`src/design/pac_pkg.sv`:
```
// Purpose: Constants for the copper port negotiation and LED control block
// Assumes: Byte-wide register port, two copper ports, 25 MHz core clock
// Notes: Port index 0 is copper port 1, index 1 is copper port 2
`default_nettype none

package pac_pkg;
    // ----------------------------------------------------------------
    // Register map
    // ----------------------------------------------------------------
    localparam logic [7:0] PAC_P1_NEG_CTRL_OFS = 8'h1C;
    localparam logic [7:0] PAC_P1_LED_CTRL_OFS = 8'h1D;
    localparam logic [7:0] PAC_P2_NEG_CTRL_OFS = 8'h2C;
    localparam logic [7:0] PAC_P2_LED_CTRL_OFS = 8'h2D;

    // ----------------------------------------------------------------
    // Field positions
    // ----------------------------------------------------------------
    localparam int PAC_AN_EN_BIT = 7;
    localparam int PAC_FORCE_SPEED_BIT = 6;
    localparam int PAC_FORCE_DUPLEX_BIT = 5;
    localparam int PAC_ADV_PAUSE_BIT = 4;
    localparam int PAC_ADV_100FD_BIT = 3;
    localparam int PAC_ADV_100HD_BIT = 2;
    localparam int PAC_ADV_10FD_BIT = 1;
    localparam int PAC_ADV_10HD_BIT = 0;
    localparam int PAC_LED_OFF_BIT = 7;

    // ----------------------------------------------------------------
    // Reset values
    // ----------------------------------------------------------------
    localparam logic [7:0] PAC_NEG_CTRL_RESET = 8'hFF;
    localparam logic PAC_LED_OFF_RESET = 1'h0;
    localparam logic PAC_LED_IDLE = 1'h1;
    localparam logic [7:0] PAC_READ_ZERO = 8'h00;
    localparam int PAC_NUM_PORTS = 2;

    typedef enum logic [1:0] {
        PAC_SEL_NONE,
        PAC_SEL_NEG,
        PAC_SEL_LED
    } pac_sel_t;
endpackage : pac_pkg

`default_nettype wire

```
`src/design/pac_autoneg_ctrl.sv`:
```
// Purpose: Negotiation control and LED off registers for two copper ports
// Assumes: Register strobes are one-cycle pulses synchronous to core_clk
// Notes: Straps must be steady at reset release
`default_nettype none

module pac_autoneg_ctrl
(
    input wire logic core_clk,
    input wire logic rst_n,
    input wire logic reg_wr_en,
    input wire logic reg_rd_en,
    input wire logic [7:0] reg_addr,
    input wire logic [7:0] reg_wdata,
    output logic [7:0] reg_rdata,
    output logic reg_rd_valid,
    input wire logic port1_led_low_strap,
    input wire logic port1_led_high_strap,
    input wire logic port1_duplex_strap,
    input wire logic port2_negotiation_strap,
    input wire logic port2_speed_strap,
    input wire logic port2_duplex_strap,
    input wire logic [1:0] an_complete,
    input wire logic [1:0] an_failed,
    input wire logic [1:0] neg_speed_100,
    input wire logic [1:0] neg_duplex_full,
    input wire logic [1:0] detect_speed_100,
    input wire logic [1:0] led_drive_a,
    input wire logic [1:0] led_drive_b,
    output logic [1:0] an_enable,
    output logic [1:0] adv_pause,
    output logic [1:0] adv_100_full,
    output logic [1:0] adv_100_half,
    output logic [1:0] adv_10_full,
    output logic [1:0] adv_10_half,
    output logic [1:0] link_speed_100,
    output logic [1:0] link_duplex_full,
    output logic [1:0] port_led_output_a,
    output logic [1:0] port_led_output_b
);
    import pac_pkg::*;

    // ----------------------------------------------------------------
    // Address decode
    // ----------------------------------------------------------------
    function automatic pac_sel_t decode_sel(input logic [7:0] addr, output logic port);
        port = 1'h0;
        decode_sel = PAC_SEL_NONE;
        case (addr)
            PAC_P1_NEG_CTRL_OFS:
            begin
                decode_sel = PAC_SEL_NEG;
            end
            PAC_P1_LED_CTRL_OFS:
            begin
                decode_sel = PAC_SEL_LED;
            end
            PAC_P2_NEG_CTRL_OFS:
            begin
                port = 1'h1;
                decode_sel = PAC_SEL_NEG;
            end
            PAC_P2_LED_CTRL_OFS:
            begin
                port = 1'h1;
                decode_sel = PAC_SEL_LED;
            end
            default:
            begin
                decode_sel = PAC_SEL_NONE;
            end
        endcase
    endfunction

    logic [7:0] neg_ctrl_reg [PAC_NUM_PORTS];
    logic [1:0] led_off_reg;
    logic strap_done_reg;
    logic [2:0] strap_bits [PAC_NUM_PORTS];
    pac_sel_t wr_sel;
    pac_sel_t rd_sel;
    logic wr_port;
    logic rd_port;
    logic [7:0] reg_rdata_next;

    always_comb
    begin
        wr_sel = decode_sel(reg_addr, wr_port);
        rd_sel = decode_sel(reg_addr, rd_port);
    end

    assign strap_bits[0] = {port1_led_low_strap, port1_led_high_strap, port1_duplex_strap};
    assign strap_bits[1] = {port2_negotiation_strap, port2_speed_strap, port2_duplex_strap};

    // ----------------------------------------------------------------
    // Strap capture
    // ----------------------------------------------------------------
    always_ff @(posedge core_clk or negedge rst_n)
    begin
        if (!rst_n)
        begin
            strap_done_reg <= 1'h0;
        end
        else
        begin
            strap_done_reg <= 1'h1;
        end
    end

    // ----------------------------------------------------------------
    // Negotiation control registers
    // ----------------------------------------------------------------
    // per-port control storage
    always_ff @(posedge core_clk or negedge rst_n)
    begin
        if (!rst_n)
        begin
            neg_ctrl_reg[0] <= PAC_NEG_CTRL_RESET;
            neg_ctrl_reg[1] <= PAC_NEG_CTRL_RESET;
        end
        else if (!strap_done_reg)
        begin
            for (int i = 0; i < PAC_NUM_PORTS; i++)
            begin
                neg_ctrl_reg[i][PAC_AN_EN_BIT:PAC_FORCE_DUPLEX_BIT] <= strap_bits[i];
            end
        end
        else if (reg_wr_en && wr_sel == PAC_SEL_NEG)
        begin
            neg_ctrl_reg[wr_port] <= reg_wdata;
        end
    end

    // ----------------------------------------------------------------
    // LED off registers
    // ----------------------------------------------------------------
    always_ff @(posedge core_clk or negedge rst_n)
    begin
        if (!rst_n)
        begin
            led_off_reg <= {2{PAC_LED_OFF_RESET}};
        end
        else if (strap_done_reg && reg_wr_en && wr_sel == PAC_SEL_LED)
        begin
            led_off_reg[wr_port] <= reg_wdata[PAC_LED_OFF_BIT];
        end
    end

    // ----------------------------------------------------------------
    // Read path
    // ----------------------------------------------------------------
    always_comb
    begin
        reg_rdata_next = PAC_READ_ZERO;
        case (rd_sel)
            PAC_SEL_NEG:
            begin
                reg_rdata_next = neg_ctrl_reg[rd_port];
            end
            PAC_SEL_LED:
            begin
                reg_rdata_next[PAC_LED_OFF_BIT] = led_off_reg[rd_port];
            end
            default:
            begin
                reg_rdata_next = PAC_READ_ZERO;
            end
        endcase
    end

    always_ff @(posedge core_clk or negedge rst_n)
    begin
        if (!rst_n)
        begin
            reg_rdata <= PAC_READ_ZERO;
            reg_rd_valid <= 1'h0;
        end
        else
        begin
            reg_rd_valid <= reg_rd_en;
            if (reg_rd_en)
            begin
                reg_rdata <= reg_rdata_next;
            end
        end
    end

    // ----------------------------------------------------------------
    // Advertised abilities and port logic
    // ----------------------------------------------------------------
    always_ff @(posedge core_clk or negedge rst_n)
    begin
        if (!rst_n)
        begin
            an_enable <= 2'h3;
            adv_pause <= 2'h3;
            adv_100_full <= 2'h3;
            adv_100_half <= 2'h3;
            adv_10_full <= 2'h3;
            adv_10_half <= 2'h3;
        end
        else
        begin
            for (int i = 0; i < PAC_NUM_PORTS; i++)
            begin
                an_enable[i] <= neg_ctrl_reg[i][PAC_AN_EN_BIT];
                adv_pause[i] <= neg_ctrl_reg[i][PAC_ADV_PAUSE_BIT];
                adv_100_full[i] <= neg_ctrl_reg[i][PAC_ADV_100FD_BIT];
                adv_100_half[i] <= neg_ctrl_reg[i][PAC_ADV_100HD_BIT];
                adv_10_full[i] <= neg_ctrl_reg[i][PAC_ADV_10FD_BIT];
                adv_10_half[i] <= neg_ctrl_reg[i][PAC_ADV_10HD_BIT];
            end
        end
    end

    for (genvar g = 0; g < PAC_NUM_PORTS; g++)
    begin : g_port
        pac_link_resolve u_resolve (
            .core_clk(core_clk),
            .rst_n(rst_n),
            .an_enable(neg_ctrl_reg[g][PAC_AN_EN_BIT]),
            .force_speed_100(neg_ctrl_reg[g][PAC_FORCE_SPEED_BIT]),
            .force_duplex_full(neg_ctrl_reg[g][PAC_FORCE_DUPLEX_BIT]),
            .led_off(led_off_reg[g]),
            .an_complete(an_complete[g]),
            .an_failed(an_failed[g]),
            .neg_speed_100(neg_speed_100[g]),
            .neg_duplex_full(neg_duplex_full[g]),
            .detect_speed_100(detect_speed_100[g]),
            .led_drive_a(led_drive_a[g]),
            .led_drive_b(led_drive_b[g]),
            .speed_100(link_speed_100[g]),
            .duplex_full(link_duplex_full[g]),
            .led_out_a(port_led_output_a[g]),
            .led_out_b(port_led_output_b[g])
        );

        AST_FORCED_MODE: assert property (@(posedge core_clk) disable iff (!rst_n)
            (!neg_ctrl_reg[g][PAC_AN_EN_BIT] ##1 !neg_ctrl_reg[g][PAC_AN_EN_BIT])
            |-> (link_speed_100[g] == $past(neg_ctrl_reg[g][PAC_FORCE_SPEED_BIT])
            && link_duplex_full[g] == $past(neg_ctrl_reg[g][PAC_FORCE_DUPLEX_BIT])))
            else $error("Forced mode not applied");

        // forced 10 when speed bit clear
        AST_FORCED_TEN: assert property (@(posedge core_clk) disable iff (!rst_n)
            (!neg_ctrl_reg[g][PAC_AN_EN_BIT] && !neg_ctrl_reg[g][PAC_FORCE_SPEED_BIT])
            |=> !link_speed_100[g])
            else $error("Forced speed not 10");

        AST_LED_WRITE: assert property (@(posedge core_clk) disable iff (!rst_n)
            (strap_done_reg && reg_wr_en && reg_addr == (g == 0 ? PAC_P1_LED_CTRL_OFS
            : PAC_P2_LED_CTRL_OFS) && reg_wdata[PAC_LED_OFF_BIT])
            |-> ##2 (port_led_output_a[g] && port_led_output_b[g]))
            else $error("LED off write not effective");

        AST_STRAP_LOAD: assert property (@(posedge core_clk) disable iff (!rst_n)
            !strap_done_reg |=> (neg_ctrl_reg[g][PAC_AN_EN_BIT:PAC_FORCE_DUPLEX_BIT]
            == $past(strap_bits[g])))
            else $error("Strap value not captured");

        AST_ADV_PAUSE: assert property (@(posedge core_clk) disable iff (!rst_n)
            adv_pause[g] == $past(neg_ctrl_reg[g][PAC_ADV_PAUSE_BIT]))
            else $error("Pause advertisement mismatch");

        AST_ADV_ABILITY: assert property (@(posedge core_clk) disable iff (!rst_n)
            {adv_100_full[g], adv_100_half[g], adv_10_full[g], adv_10_half[g]}
            == $past(neg_ctrl_reg[g][PAC_ADV_100FD_BIT:PAC_ADV_10HD_BIT]))
            else $error("Ability advertisement mismatch");
    end

    AST_NEG_READBACK: assert property (@(posedge core_clk) disable iff (!rst_n)
        (strap_done_reg && reg_wr_en && reg_addr == PAC_P2_NEG_CTRL_OFS)
        ##1 !reg_wr_en
        ##1 (reg_rd_en && !reg_wr_en && reg_addr == PAC_P2_NEG_CTRL_OFS)
        |=> (reg_rd_valid && reg_rdata == $past(reg_wdata, 3)))
        else $error("Control readback mismatch");

    // reserved port 3 location reads zero
    AST_RESERVED_ZERO: assert property (@(posedge core_clk) disable iff (!rst_n)
        (reg_rd_en && reg_addr[7:4] == 4'h3) |=> (reg_rdata == PAC_READ_ZERO))
        else $error("Reserved read not zero");
endmodule // pac_autoneg_ctrl

`default_nettype wire

```
`src/design/pac_link_resolve.sv`:
```
// Purpose: Resolve one port's link speed, duplex and LED pin levels
// Assumes: Negotiation status inputs are synchronous to core_clk
// Notes: All outputs registered
`default_nettype none

module pac_link_resolve
(
    input wire logic core_clk,
    input wire logic rst_n,
    input wire logic an_enable,
    input wire logic force_speed_100,
    input wire logic force_duplex_full,
    input wire logic led_off,
    input wire logic an_complete,
    input wire logic an_failed,
    input wire logic neg_speed_100,
    input wire logic neg_duplex_full,
    input wire logic detect_speed_100,
    input wire logic led_drive_a,
    input wire logic led_drive_b,
    output logic speed_100,
    output logic duplex_full,
    output logic led_out_a,
    output logic led_out_b
);
    import pac_pkg::*;

    // ----------------------------------------------------------------
    // Link mode
    // ----------------------------------------------------------------
    // forced or negotiated mode
    always_ff @(posedge core_clk or negedge rst_n)
    begin
        if (!rst_n)
        begin
            speed_100 <= 1'h0;
            duplex_full <= 1'h0;
        end
        else if (!an_enable)
        begin
            speed_100 <= force_speed_100;
            duplex_full <= force_duplex_full;
        end
        else if (an_failed)
        begin
            speed_100 <= detect_speed_100;
            duplex_full <= force_duplex_full;
        end
        else if (an_complete)
        begin
            speed_100 <= neg_speed_100;
            duplex_full <= neg_duplex_full;
        end
    end

    // ----------------------------------------------------------------
    // LED pins
    // ----------------------------------------------------------------
    // LED off forces high
    always_ff @(posedge core_clk or negedge rst_n)
    begin
        if (!rst_n)
        begin
            led_out_a <= PAC_LED_IDLE;
            led_out_b <= PAC_LED_IDLE;
        end
        else
        begin
            led_out_a <= led_off ? PAC_LED_IDLE : led_drive_a;
            led_out_b <= led_off ? PAC_LED_IDLE : led_drive_b;
        end
    end

    AST_LED_OFF_HIGH: assert property (@(posedge core_clk) disable iff (!rst_n)
        led_off |=> (led_out_a && led_out_b))
        else $error("LED not high while off");

    AST_FAIL_DUPLEX: assert property (@(posedge core_clk) disable iff (!rst_n)
        (an_enable && an_failed) |=> (duplex_full == $past(force_duplex_full)))
        else $error("Failed negotiation duplex wrong");
endmodule // pac_link_resolve

`default_nettype wire

```
`config.mk`:
```
export PLATFORM = sky130hd
export DESIGN_NAME = pac_autoneg_ctrl
export DESIGN_NICKNAME = d
export VERILOG_FILES = /design/src/design/pac_pkg.sv /design/src/design/pac_autoneg_ctrl.sv /design/src/design/pac_link_resolve.sv
export SDC_FILE = /design/constraint.sdc
export NUM_CORES = 1
export LEC_CHECK = 0
export ABC_AREA = 1
export BUFFER_PORTS_ARGS = -buffer_cell sky130_fd_sc_hd__clkbuf_2
export CAP_MARGIN = 25
export CORE_MARGIN = 4
export CORE_UTILIZATION = 54
export CTS_CLUSTER_SIZE = 8
export DETAILED_ROUTE_END_ITERATION = 12
export GPL_TIMING_DRIVEN = 0
export HOLD_SLACK_MARGIN = 0.02
export PLACE_DENSITY = 0.84
export SETUP_SLACK_MARGIN = 0.5
export SLEW_MARGIN = 15
export SYNTH_ARGS = -nofsm -noshare
export SYNTH_HDL_FRONTEND = slang
export SYNTH_HIERARCHICAL = 1
export SYNTH_SLANG_ARGS = --single-unit
```
`constraint.sdc`:
```
create_clock -name core_clk -period 2.4 [get_ports core_clk]
set_clock_uncertainty 0.2 [all_clocks]
set_input_delay 0.24 -clock core_clk [delete_from_list [all_inputs] [get_ports core_clk]]
set_output_delay 0.24 -clock core_clk [all_outputs]
set_load 0.05 [all_outputs]
```
==> summary.txt, run 1 <==
status = finished clean
initial antenna violation count = 0
placeable core area = 0.00374 mm^2
Clock Pin Slew Worst Setup and Hold Paths = 80 ps
CTS tree = built
Rows = 22
CTS Buf Count = 5
Max Cap Viol = 0
mux share of post-synthesis cell area = 0
CTS Buffer Depth = 2
Final Max Slew Viols = 0
top-count cell post-synth = nand2_1
Final Hold Vio Count = 0
CP arrival = 1770 ps
vias per cell = 4.78
Max Fclk = 0.579 GHz
Post-synth EDFFs = 0
placed insts = 352
DP Area = 0.00257 mm^2
Synth Area in Simple Gates = 0.234
vias in the first global route = 1860
setup TNS = 0 ps
sequential power share = 0.521
Post-Synthesis Cells = 235
fin cells = 382
Final Cell Area = 0.00289 mm^2
Final Wtd Congestion = 0.901
Die Ht = 71.0 um
YS warnings = 6
htree depth = 2
routed length per instance = 12.7 um
Synth async-reset ratio = 1.00
CP peak stage delay = 260 ps
cts hold-fix bufs = 22
PortBufs = 68
path type of the worst setup path = in2reg
Worst Path Buf+Inv = 4
total power = 0.00172 W
Sw Pwr = 0.000456 W
Cell Chain, Critical Path = clkbuf_2 -> inv_1 -> nand2_1 -> nor2_1 -> nor2_1 -> nor2_1 -> inv_1 -> ha_1 -> nand2_1 -> inv_1 -> a21oi_1 -> nand2_1 -> nand3_1
CP max stage cell = a21oi_1
synthesized area = 0.00215 mm^2
clk_lat worst skew = 300 ps
Die X = 71.0 um
root buffer cell = clkbuf_8
Final Util = 0.773
Ports = 69
Post-CTS Resized = 0
sw frac = 0.265
Avg Cell Area, Syn = 9.13 um^2
Post-synth top cells = 57 x nand2_1, 36 x inv_1, 32 x dfstp_2, 22 x nand3_1, 16 x dfrtp_1
max reg flops = 16
post-route ant nets = 0
DR iter-0 viols = 138
post-synthesis adder-cell area fraction = 0.0117
Int Power = 0.00127 W
syn nets = 277
Data required, critical path = 2440 ps
area share of the largest cell type after synthesis = 0.392
Initial Utilization = 0.573
crit start category = primary input
pwr/cell area = 596 mW/mm^2
Pleak = 1.47 nW
Synth area leader = dfstp_2
Post CTS Setup Buffer Count = 0
combinational share of power = 0.150
top_reg_cell synth = dfstp_2
HP Class = in2reg
Crit Path Max Fanout = 3
number of distinct standard cells referenced by the synthesized netlist = 26
first-pass GRT wire length = 8400 um
RSZ-0062 raised after global routing = no
hpwl dp = 3300 um
Die ar. = 0.00505 mm^2
DRC = 0
WL final = 4870 um
CP endpoint kind = flip-flop
Synth Area in XOR/XNOR = 0
largest family of logic cells by synthesized area = simple AND/OR/NAND/NOR gates
reg2reg setup slack = 1030 ps
Synth Area in Compound Gates = 0.0886
Total Routing Usage GR = 0.213
synth-to-layout area growth = 34.9%
Worst VDD drop = 0.434 mV
# clock sinks = 48
share of layout cells above drive strength 1 = 0.392
Crit path max-delay family = simple AND/OR/NAND/NOR gates
grt total ovfl = 0
Period minus WS final = 1730 ps
fin nets = 375
clock share of power = 0.329
DR vias = 1825
largest net degree at the start of global routing = 34
diode count = 0
final period utilization = 0.720
synth top area cells = dfstp_2 39%, dfrtp_1 19%, nand2_1 10%, inv_1 6.3%, nand3_1 5.1%
drt first pass iters = 4
register area share after synthesis = 0.578
#FFs+latches synth = 48
final setup fails = 0
metal layers:
| layer | wire length [um] | track usage | up-vias |
|---|---|---|---|
| met5 | 0 | 0 | - |
| met4 | 85 | 0.0814 | 0 |
| met3 | 350 | 0.0469 | 10 |
| met2 | 2490 | 0.371 | 71 |
| met1 | 1940 | 0.256 | 812 |
| li1 | - | - | 932 |
worst paths after layout:
check / startpoint / to / cells past startpoint
worst max-delay path: reg_addr[4] / neg_ctrl_reg[15] / 13
worst min-delay path: an_complete[0] / g_port[0].u_resolve/duplex_full / 3
worst max register to register: strap_done_reg / neg_ctrl_reg[11] / 4
worst min register to register: neg_ctrl_reg[9] / adv_10_full[0] / 0
max in group asynchronous: rst_n / neg_ctrl_reg[12] / 3
min in group asynchronous: rst_n / g_port[1].u_resolve/speed_100 / 2
tightest hold or removal path, cell delays in order:
cell	delay, ps
clkbuf_2	90
nand4_1	80
nand3_1	70
cells in the final DEF (no fill, tap or decap), drive strengths merged:
cell / synthesis / routed
nor2: 16 / 16
dfrtp: 16 / 16
conb: 1 / 1
o21ai: 20 / 20
a21oi: 13 / 13
inv: 38 / 38
or2: 4 / 4
clkinv: 2 / 3
bufinv: 0 / 1
dlygate4sd3: 0 / 22
nor3: 1 / 1
nand3: 24 / 24
clkbuf: 0 / 74
a31oi: 1 / 1
dfstp: 32 / 32
buf: 3 / 4
nand2: 60 / 60
ha: 2 / 2
nand4: 2 / 2
power by group through the flow:
stage	combinational [W]	clock, W	sequential, W
6_report	0.000259	0.000568	0.000898
5_1_grt	0.000284	0.000611	0.000904
4_1_cts	0.000258	0.000581	0.000896
3_5_place_dp	0.000230	0	0.000909
3_3_place_gp	0.000222	0	0.000907
2_1_floorplan	0.0000616	0	0.000984
cell type report:
class,count,area [um^2]
plain buffers,3,27.5
clock buffers,6,72.6
clock inverters,2,35.0
fillers,256,850
inverters,40,155
multi-input cells,144,722
flip-flops and latches,48,1240
well taps,48,60.1
repair buffers,91,581
kinds of logic after synthesis:
| logic type | count (synthesis) |
|---|---|
| AND/OR/NAND/NOR | 107 |
| flip-flops | 48 |
| buffers and inverters | 43 |
| AO/OA/AOI/OAI | 34 |
| adder cells (fa/ha/maj) | 2 |
| other | 1 |
stage by stage:
step	setup WS (ps)	hold slack, ps
after floorplan	672	-256
after global placement	410	165
after detailed placement	374	-16.7
after CTS	676	25.6
after global routing	515	34.5
final	673	27.9
Power figures use the tool's default switching activity.
==> inputs of run 2 (changes only) <==
Settings changed: CORE_UTILIZATION 54 to 50, PLACE_DENSITY 0.84 to 0.79.
Clock period 2.4 ns to 1.6 ns, I/O delays scaled along.
==> summary.txt, run 2 <==
dpl ws = -284 ps (-658 ps)
syn nets = 277 (unchanged)
Post-synth top cells = 57 x nand2_1, 36 x inv_1, 32 x dfstp_2, 22 x nand3_1, 16 x dfrtp_1
CTS Buffer Depth = 2 (unchanged)
CTS Buf Count = 5 (unchanged)
htree depth = 2 (unchanged)
Rows = 23 (+4.5%)
Synth area leader = dfstp_2
Avg Cell Area, Syn = 9.13 um^2 (unchanged)
root buffer cell = clkbuf_8
status = did not finish
grt total ovfl = 61
register area share after synthesis = 0.578 (unchanged)
#FFs+latches synth = 48 (unchanged)
YS warnings = 6 (unchanged)
Die X = 73.5 um (+3.5%)
Final Wtd Congestion = 0.833 (-7.6%)
worst_ep kind = register input
Total Routing Usage GR = 0.687
area share of the largest cell type after synthesis = 0.392 (unchanged)
synth top area cells = dfstp_2 39%, dfrtp_1 19%, nand2_1 10%, inv_1 6.3%, nand3_1 5.1%
top_reg_cell synth = dfstp_2
number of distinct standard cells referenced by the synthesized netlist = 26 (unchanged)
Synth async-reset ratio = 1.00 (unchanged)
hpwl dp = 3430 um (+3.8%)
Exit stage = global routing (5_1_grt)
Ports = 69 (unchanged)
Initial Utilization = 0.525 (-0.0481)
synthesized area = 0.00215 mm^2 (unchanged)
post-GRT worst EP = neg_ctrl_reg[4]$_DFFE_PN1P_/D
top-count cell post-synth = nand2_1
# clock sinks = 48 (unchanged)
PortBufs = 68 (unchanged)
Post-Synthesis Cells = 235 (unchanged)
Post-synth EDFFs = 0 (unchanged)
largest net degree at the start of global routing = 26
Die Ht = 73.5 um (+3.5%)
first error = [ERROR GRT-0232] Routing congestion too high. Check the congestion heatmap in the GUI.
run 2: cell counts after synthesis:
No cell type changed its count.
run 2: cells by family after synthesis:
logic type | after synthesis | synth area share
compound gates | 34 | 0.0886
simple gates | 107 | 0.234
fa+ha+maj | 2 | 0.0117
buf+inv | 43 | 0.0851
flops | 48 | 0.578
other cells | 1 | 0.00175
run 2: stage by stage:
step | instance area, um^2 | cells | setup TNS (ps) | util
after floorplan | 2220 | 235 | 0 | -
after global placement | 2620 | 353 | -4200 | 0.641
after detailed placement | 2650 | 354 | -5420 | 0.648
after CTS | 3670 | 406 | 0 | 0.899
run 2: repair_timing:
action,CTS
gates cloned,1
endpoints found under the hold margin,34
hold buffers,28
pin swaps,30
setup buffers,15
gates resized for setup,102
endpoints found under the setup margin,59
run 2: routing by layer:
layer / GRT usage / overflow
met5: 0.0202 / 0
met2: 0.875 / 28
met4: 0.773 / 32
met3: 0.494 / 1
met1: 0.665 / 0
==> inputs of run 3 (changes only) <==
Settings changed: CORE_UTILIZATION 50 to 40, CTS_CLUSTER_SIZE 8 to unset, HOLD_SLACK_MARGIN 0.02 to unset, PLACE_DENSITY 0.79 to unset, PLACE_DENSITY_LB_ADDON set to 0.15, SETUP_SLACK_MARGIN 0.5 to unset.
==> summary.txt, run 3 (synthesis results as in run 1) <==
status = finished clean
root buffer cell = clkbuf_8
PortBufs = 68 (unchanged)
CTS Buffer Depth = 2 (unchanged)
CP peak stage delay = 540 ps
Max Cap Viol = 0
share of layout cells above drive strength 1 = 0.409
DR top layer = met4
grt total ovfl = 0
synth-to-layout area growth = 43.9%
Worst Reg-to-Reg Cells = 4
Period minus WS final = 1570 ps
DR vias = 1825
DP Area = 0.00261 mm^2 (-1.6%)
DR iter-0 viols = 93
CP max stage cell = dlygate4sd3_1
RR Startpoint = strap_done_reg
WL final = 5150 um
Clock Pin Slew Worst Setup and Hold Paths = 90 ps
most frequent cells in the layout = 67 x clkbuf_2, 55 x nand2_1, 35 x inv_1, 32 x dfstp_2, 32 x dlygate4sd3_1
clk_lat worst skew = 300 ps
drt first pass iters = 4
initial antenna violation count = 0
Worst Path Buf+Inv = 4
RSZ-0062 raised after global routing = no
met2 wire length = 2610 um
max reg flops = 16
Final Cell Area = 0.00309 mm^2
Worst VDD drop = 0.577 mV
htree depth = 2 (unchanged)
post-route ant nets = 0
final setup fails = 0
Critical path origin = detect_speed_100[1]
# clock sinks = 48 (unchanged)
Slew @ Worst Pin = 674 ps
Ports = 69 (unchanged)
pwr/cell area = 794 mW/mm^2
Final Max Slew Viols = 0
fin nets = 387
Cell Chain, Critical Path = dlygate4sd3_1 -> clkbuf_2 -> inv_1 -> nand2_1 -> dlygate4sd3_1 -> nand3_1 -> a21oi_1
path length in cells of the critical path = 7
Initial Utilization = 0.417 (-0.108)
Rows = 26 (+13%)
CP arrival = 1570 ps
Max Fclk = 0.637 GHz
total power = 0.00245 W
Final Hold Vio Count = 0
Pleak = 1.53 nW
placeable core area = 0.00514 mm^2
vias per cell = 4.40
diode count = 0
HP Class = in2reg
vias in the first global route = 1787
R2R Path End = neg_ctrl_reg[8]
worst rel slew slack = 0.551
Final Util = 0.601
Total Routing Usage GR = 0.165
crit start category = primary input
CP endpoint kind = flip-flop
final period utilization = 0.981
CTS tree = built
most common cell after layout, fill and taps aside = clkbuf_2
CTS Buf Count = 5 (unchanged)
hpwl dp = 3400 um (-0.86%)
Final Wtd Congestion = 0.795 (-4.6%)
Crit Path Max Fanout = 1
path type of the worst setup path = in2reg
Crit path max-delay family = buffers and inverters
met3 wire len = 235 um
DRC = 0
routed length per instance = 12.4 um
largest net degree at the start of global routing = 27
Die X = 81.2 um (+11%)
Die Ht = 81.2 um (+11%)
first-pass GRT wire length = 8170 um
crit path to = g_port[1].u_resolve/speed_100
reg2reg setup slack = 190 ps
setup TNS = 0 ps
CP dominant cell by count = dlygate4sd3_1
Metal-1 WL = 2240 um
Die ar. = 0.00660 mm^2
Data required, critical path = 1600 ps
==> run 3: per-stage QoR <==
stage / worst slack, ps / instances / hold slack, ps
floorplan: 0.234 / 235 / -336
global placement: -287 / 373 / 116
detailed placement: -316 / 374 / 33.1
CTS: 2.65 / 414 / 32.6
global route: 0.551 / 415 / 75.5
finish: 30.4 / 415 / 47.7
==> run 3: timing repair <==
item | 4_1_cts | 5_1_grt
endpoints found under the hold margin | 35 | 0
hold buffers | 33 | 0
pin swaps | 0 | 6
buffers inserted | 0 | 2
resized for setup | 1 | 10
endpoints found under the setup margin | 3 | 25
gates cloned | 0 | 1
==> run 3: worst reg2reg max path, cell delays in order, from the launching register on <==
cell     delay (ps)
dfrtp_1         470
inv_2           170
nor2_4          210
nand2_4         120
o21ai_0         170
==> run 3: how the worst min path moves through the flow <==
| stage | endpoint | slack, ps | start | depth (start not counted) |
|---|---|---|---|---|
| after floorplan | g_port[0].u_resolve/duplex_full | -340 | rst_n | 0 |
| after global placement | reg_rd_valid | 120 | reg_rd_en | 1 |
| after detailed placement | strap_done_reg | 30 | rst_n | 1 |
| after CTS | neg_ctrl_reg[15] | 30 | reg_wr_en | 5 |
| after global routing | neg_ctrl_reg[14] | 80 | reg_wr_en | 5 |
| final | neg_ctrl_reg[15] | 50 | reg_wr_en | 5 |
==> run 3: area by class of cell <==
cell class                      count  area, um^2
Clock inverter                      2        12.5
Clock buffer                        5        68.8
Timing Repair Buffer              103         723
Fill cell                         491        2050
Inverter                           40         158
Sequential cell                    48        1240
Tap cell                           70        87.6
Buffer                              3        31.3
Multi-Input combinational cell    144         766
==> run 3: power breakdown <==
| part | internal [W] | switching (W) |
|---|---|---|
| sequential | 0.00130 | 0.0000419 |
| combinational | 0.000158 | 0.000256 |
| clock | 0.000296 | 0.000400 |
| total | 0.00175 | 0.000698 |
==> run 3: metal layers <==
metal	global-route usage	up-vias
met5	0	-
met2	0.293	40
met3	0.0388	7
li1	-	953
met4	0.0557	0
met1	0.196	825
==> inputs of run 4 (changes only) <==
Settings changed: SKIP_CTS_REPAIR_TIMING set to 1.
Clock period 1.6 ns to 1.7 ns, I/O delays scaled along.
==> summary.txt, run 4 (synthesis results as in run 1) <==
dpl ws = -289 ps (+27.4 ps)
failing checks = negative hold slack
hold_ws = -52.9 ps (-101 ps)
final period utilization = 0.912
path type of the worst setup path = in2reg
Pleak = 1.48 nW (-3.8%)
share of layout cells above drive strength 1 = 0.402 (-0.00691)
DR iter-0 viols = 62 (-33%)
diode count = 0 (unchanged)
DR vias = 1819 (-0.33%)
placeable core area = 0.00514 mm^2 (unchanged)
DRC = 0 (unchanged)
Final Hold Vio Count = 4 (+4)
Final Util = 0.574 (-0.0270)
CTS tree = built
post-route ant nets = 0 (unchanged)
final setup fails = 0 (unchanged)
total power = 0.00232 W (-5.6%)
Clock Pin Slew Worst Setup and Hold Paths = 90 ps (about the same)
Max Fclk = 0.645 GHz
largest net degree at the start of global routing = 28 (+3.7%)
CP max stage cell = ha_1
PortBufs = 68 (unchanged)
Die Ht = 81.2 um (unchanged)
Worst VDD drop = 0.428 mV (-26%)
Rows = 26 (unchanged)
final setup margin = 149 ps (+119 ps)
crit start category = primary input
clk_lat worst skew = 300 ps (about the same)
Final Max Slew Viols = 0 (unchanged)
routed length per instance = 12.1 um (-2.4%)
initial antenna violation count = 0 (unchanged)
filler cell count = 492 (+0.20%)
drt first pass iters = 4 (unchanged)
pwr/cell area = 785 mW/mm^2 (-1.1%)
root buffer cell = clkbuf_8
status = finished, violations left
Final Cell Area = 0.00295 mm^2 (-4.5%)
Initial Utilization = 0.417 (unchanged)
Max Cap Viol = 0 (unchanged)
Die X = 81.2 um (unchanged)
most frequent cells in the layout = 68 x clkbuf_2, 56 x nand2_1, 36 x inv_1, 32 x dfstp_2, 23 x dlygate4sd3_1
# clock sinks = 48 (unchanged)
vias per cell = 4.48 (+1.9%)
WL final = 4910 um (-4.5%)
Ports = 69 (unchanged)
most common cell after layout, fill and taps aside = clkbuf_2
CP endpoint kind = flip-flop
vias in the first global route = 1663 (-6.9%)
Cell Chain, Critical Path = clkbuf_2 -> inv_1 -> nand2_1 -> nor2_2 -> nor2_1 -> nor2_1 -> inv_1 -> ha_1 -> nand2_2 -> inv_1 -> nand3_4 -> buf_6 -> nand2_1 -> o21ai_2
CTS Buffer Depth = 2 (unchanged)
synth-to-layout area growth = 37.4%
Final Wtd Congestion = 0.776 (-2.3%)
DP Area = 0.00262 mm^2 (+0.58%)
hpwl dp = 3410 um (+0.29%)
Period minus WS final = 1550 ps
max reg flops = 16 (unchanged)
fin nets = 377 (-2.6%)
CP peak stage delay = 210 ps (-330 ps)
grt total ovfl = 0 (unchanged)
CTS Buf Count = 5 (unchanged)
Total Routing Usage GR = 0.145 (-0.0202)
CP arrival = 1590 ps (+20 ps)
CP dominant cell by count = inv_1
first-pass GRT wire length = 7250 um (-11%)
htree depth = 2 (unchanged)
HP Class = in2reg
Die ar. = 0.00660 mm^2 (unchanged)
Data required, critical path = 1740 ps (+140 ps)
Crit Path Max Fanout = 10 (+9)
## run 4: stage by stage
step                      instances  setup TNS, ps
after floorplan                 235              0
after global placement          373          -3330
after detailed placement        375          -3940
after CTS                       383              0
after global routing            406          -1.53
final                           406              0
## run 4: layout make-up
type / instances / area [um^2] / area share
plain buffers: 3 / 27.5 / 0.00933
clock buffers: 6 / 72.6 / 0.0246
clock inverters: 2 / 16.3 / 0.00552
inverters: 40 / 155 / 0.0526
multi-input cells: 144 / 731 / 0.248
flip-flops and latches: 48 / 1240 / 0.421
well taps: 70 / 87.6 / 0.0297
repair buffers: 93 / 618 / 0.210
## run 4: worst max-delay path, delay by kind of cell
family / cells / cell delay [ps]
fa+ha+maj: 1 / 210
buf+inv: 5 / 490
compound gates: 1 / 50
simple gates: 7 / 670
## run 4: where the power goes
part	internal (W)	total, W	switching [W]
clock network	0.000293	0.000677	0.000384
logic	0.000138	0.000375	0.000237
registers	0.00122	0.00126	0.0000398
total	0.00165	0.00232	0.000660
## run 4: worst paths after layout
check / from / end / slack [ps] / cells after the start
hold / removal: an_complete[0] / g_port[0].u_resolve/duplex_full / -50 / 3
setup reg to reg: strap_done_reg / neg_ctrl_reg[12] / 310 / 4
max in group asynchronous: rst_n / neg_ctrl_reg[6] / 680 / 4
hold reg to reg: neg_ctrl_reg[12] / adv_pause[0] / 180 / 0
setup / recovery: reg_addr[4] / neg_ctrl_reg[1] / 150 / 14
min in group asynchronous: rst_n / led_off_reg[1] / 10 / 2
## run 4: layer usage
metal	global-route usage	up-vias	share of wire
met5	0	-	0
met4	0.0405	0	0.011
met3	0.0443	6	0.066
met2	0.251	51	0.49
met1	0.174	835	0.43
li1	-	927	-
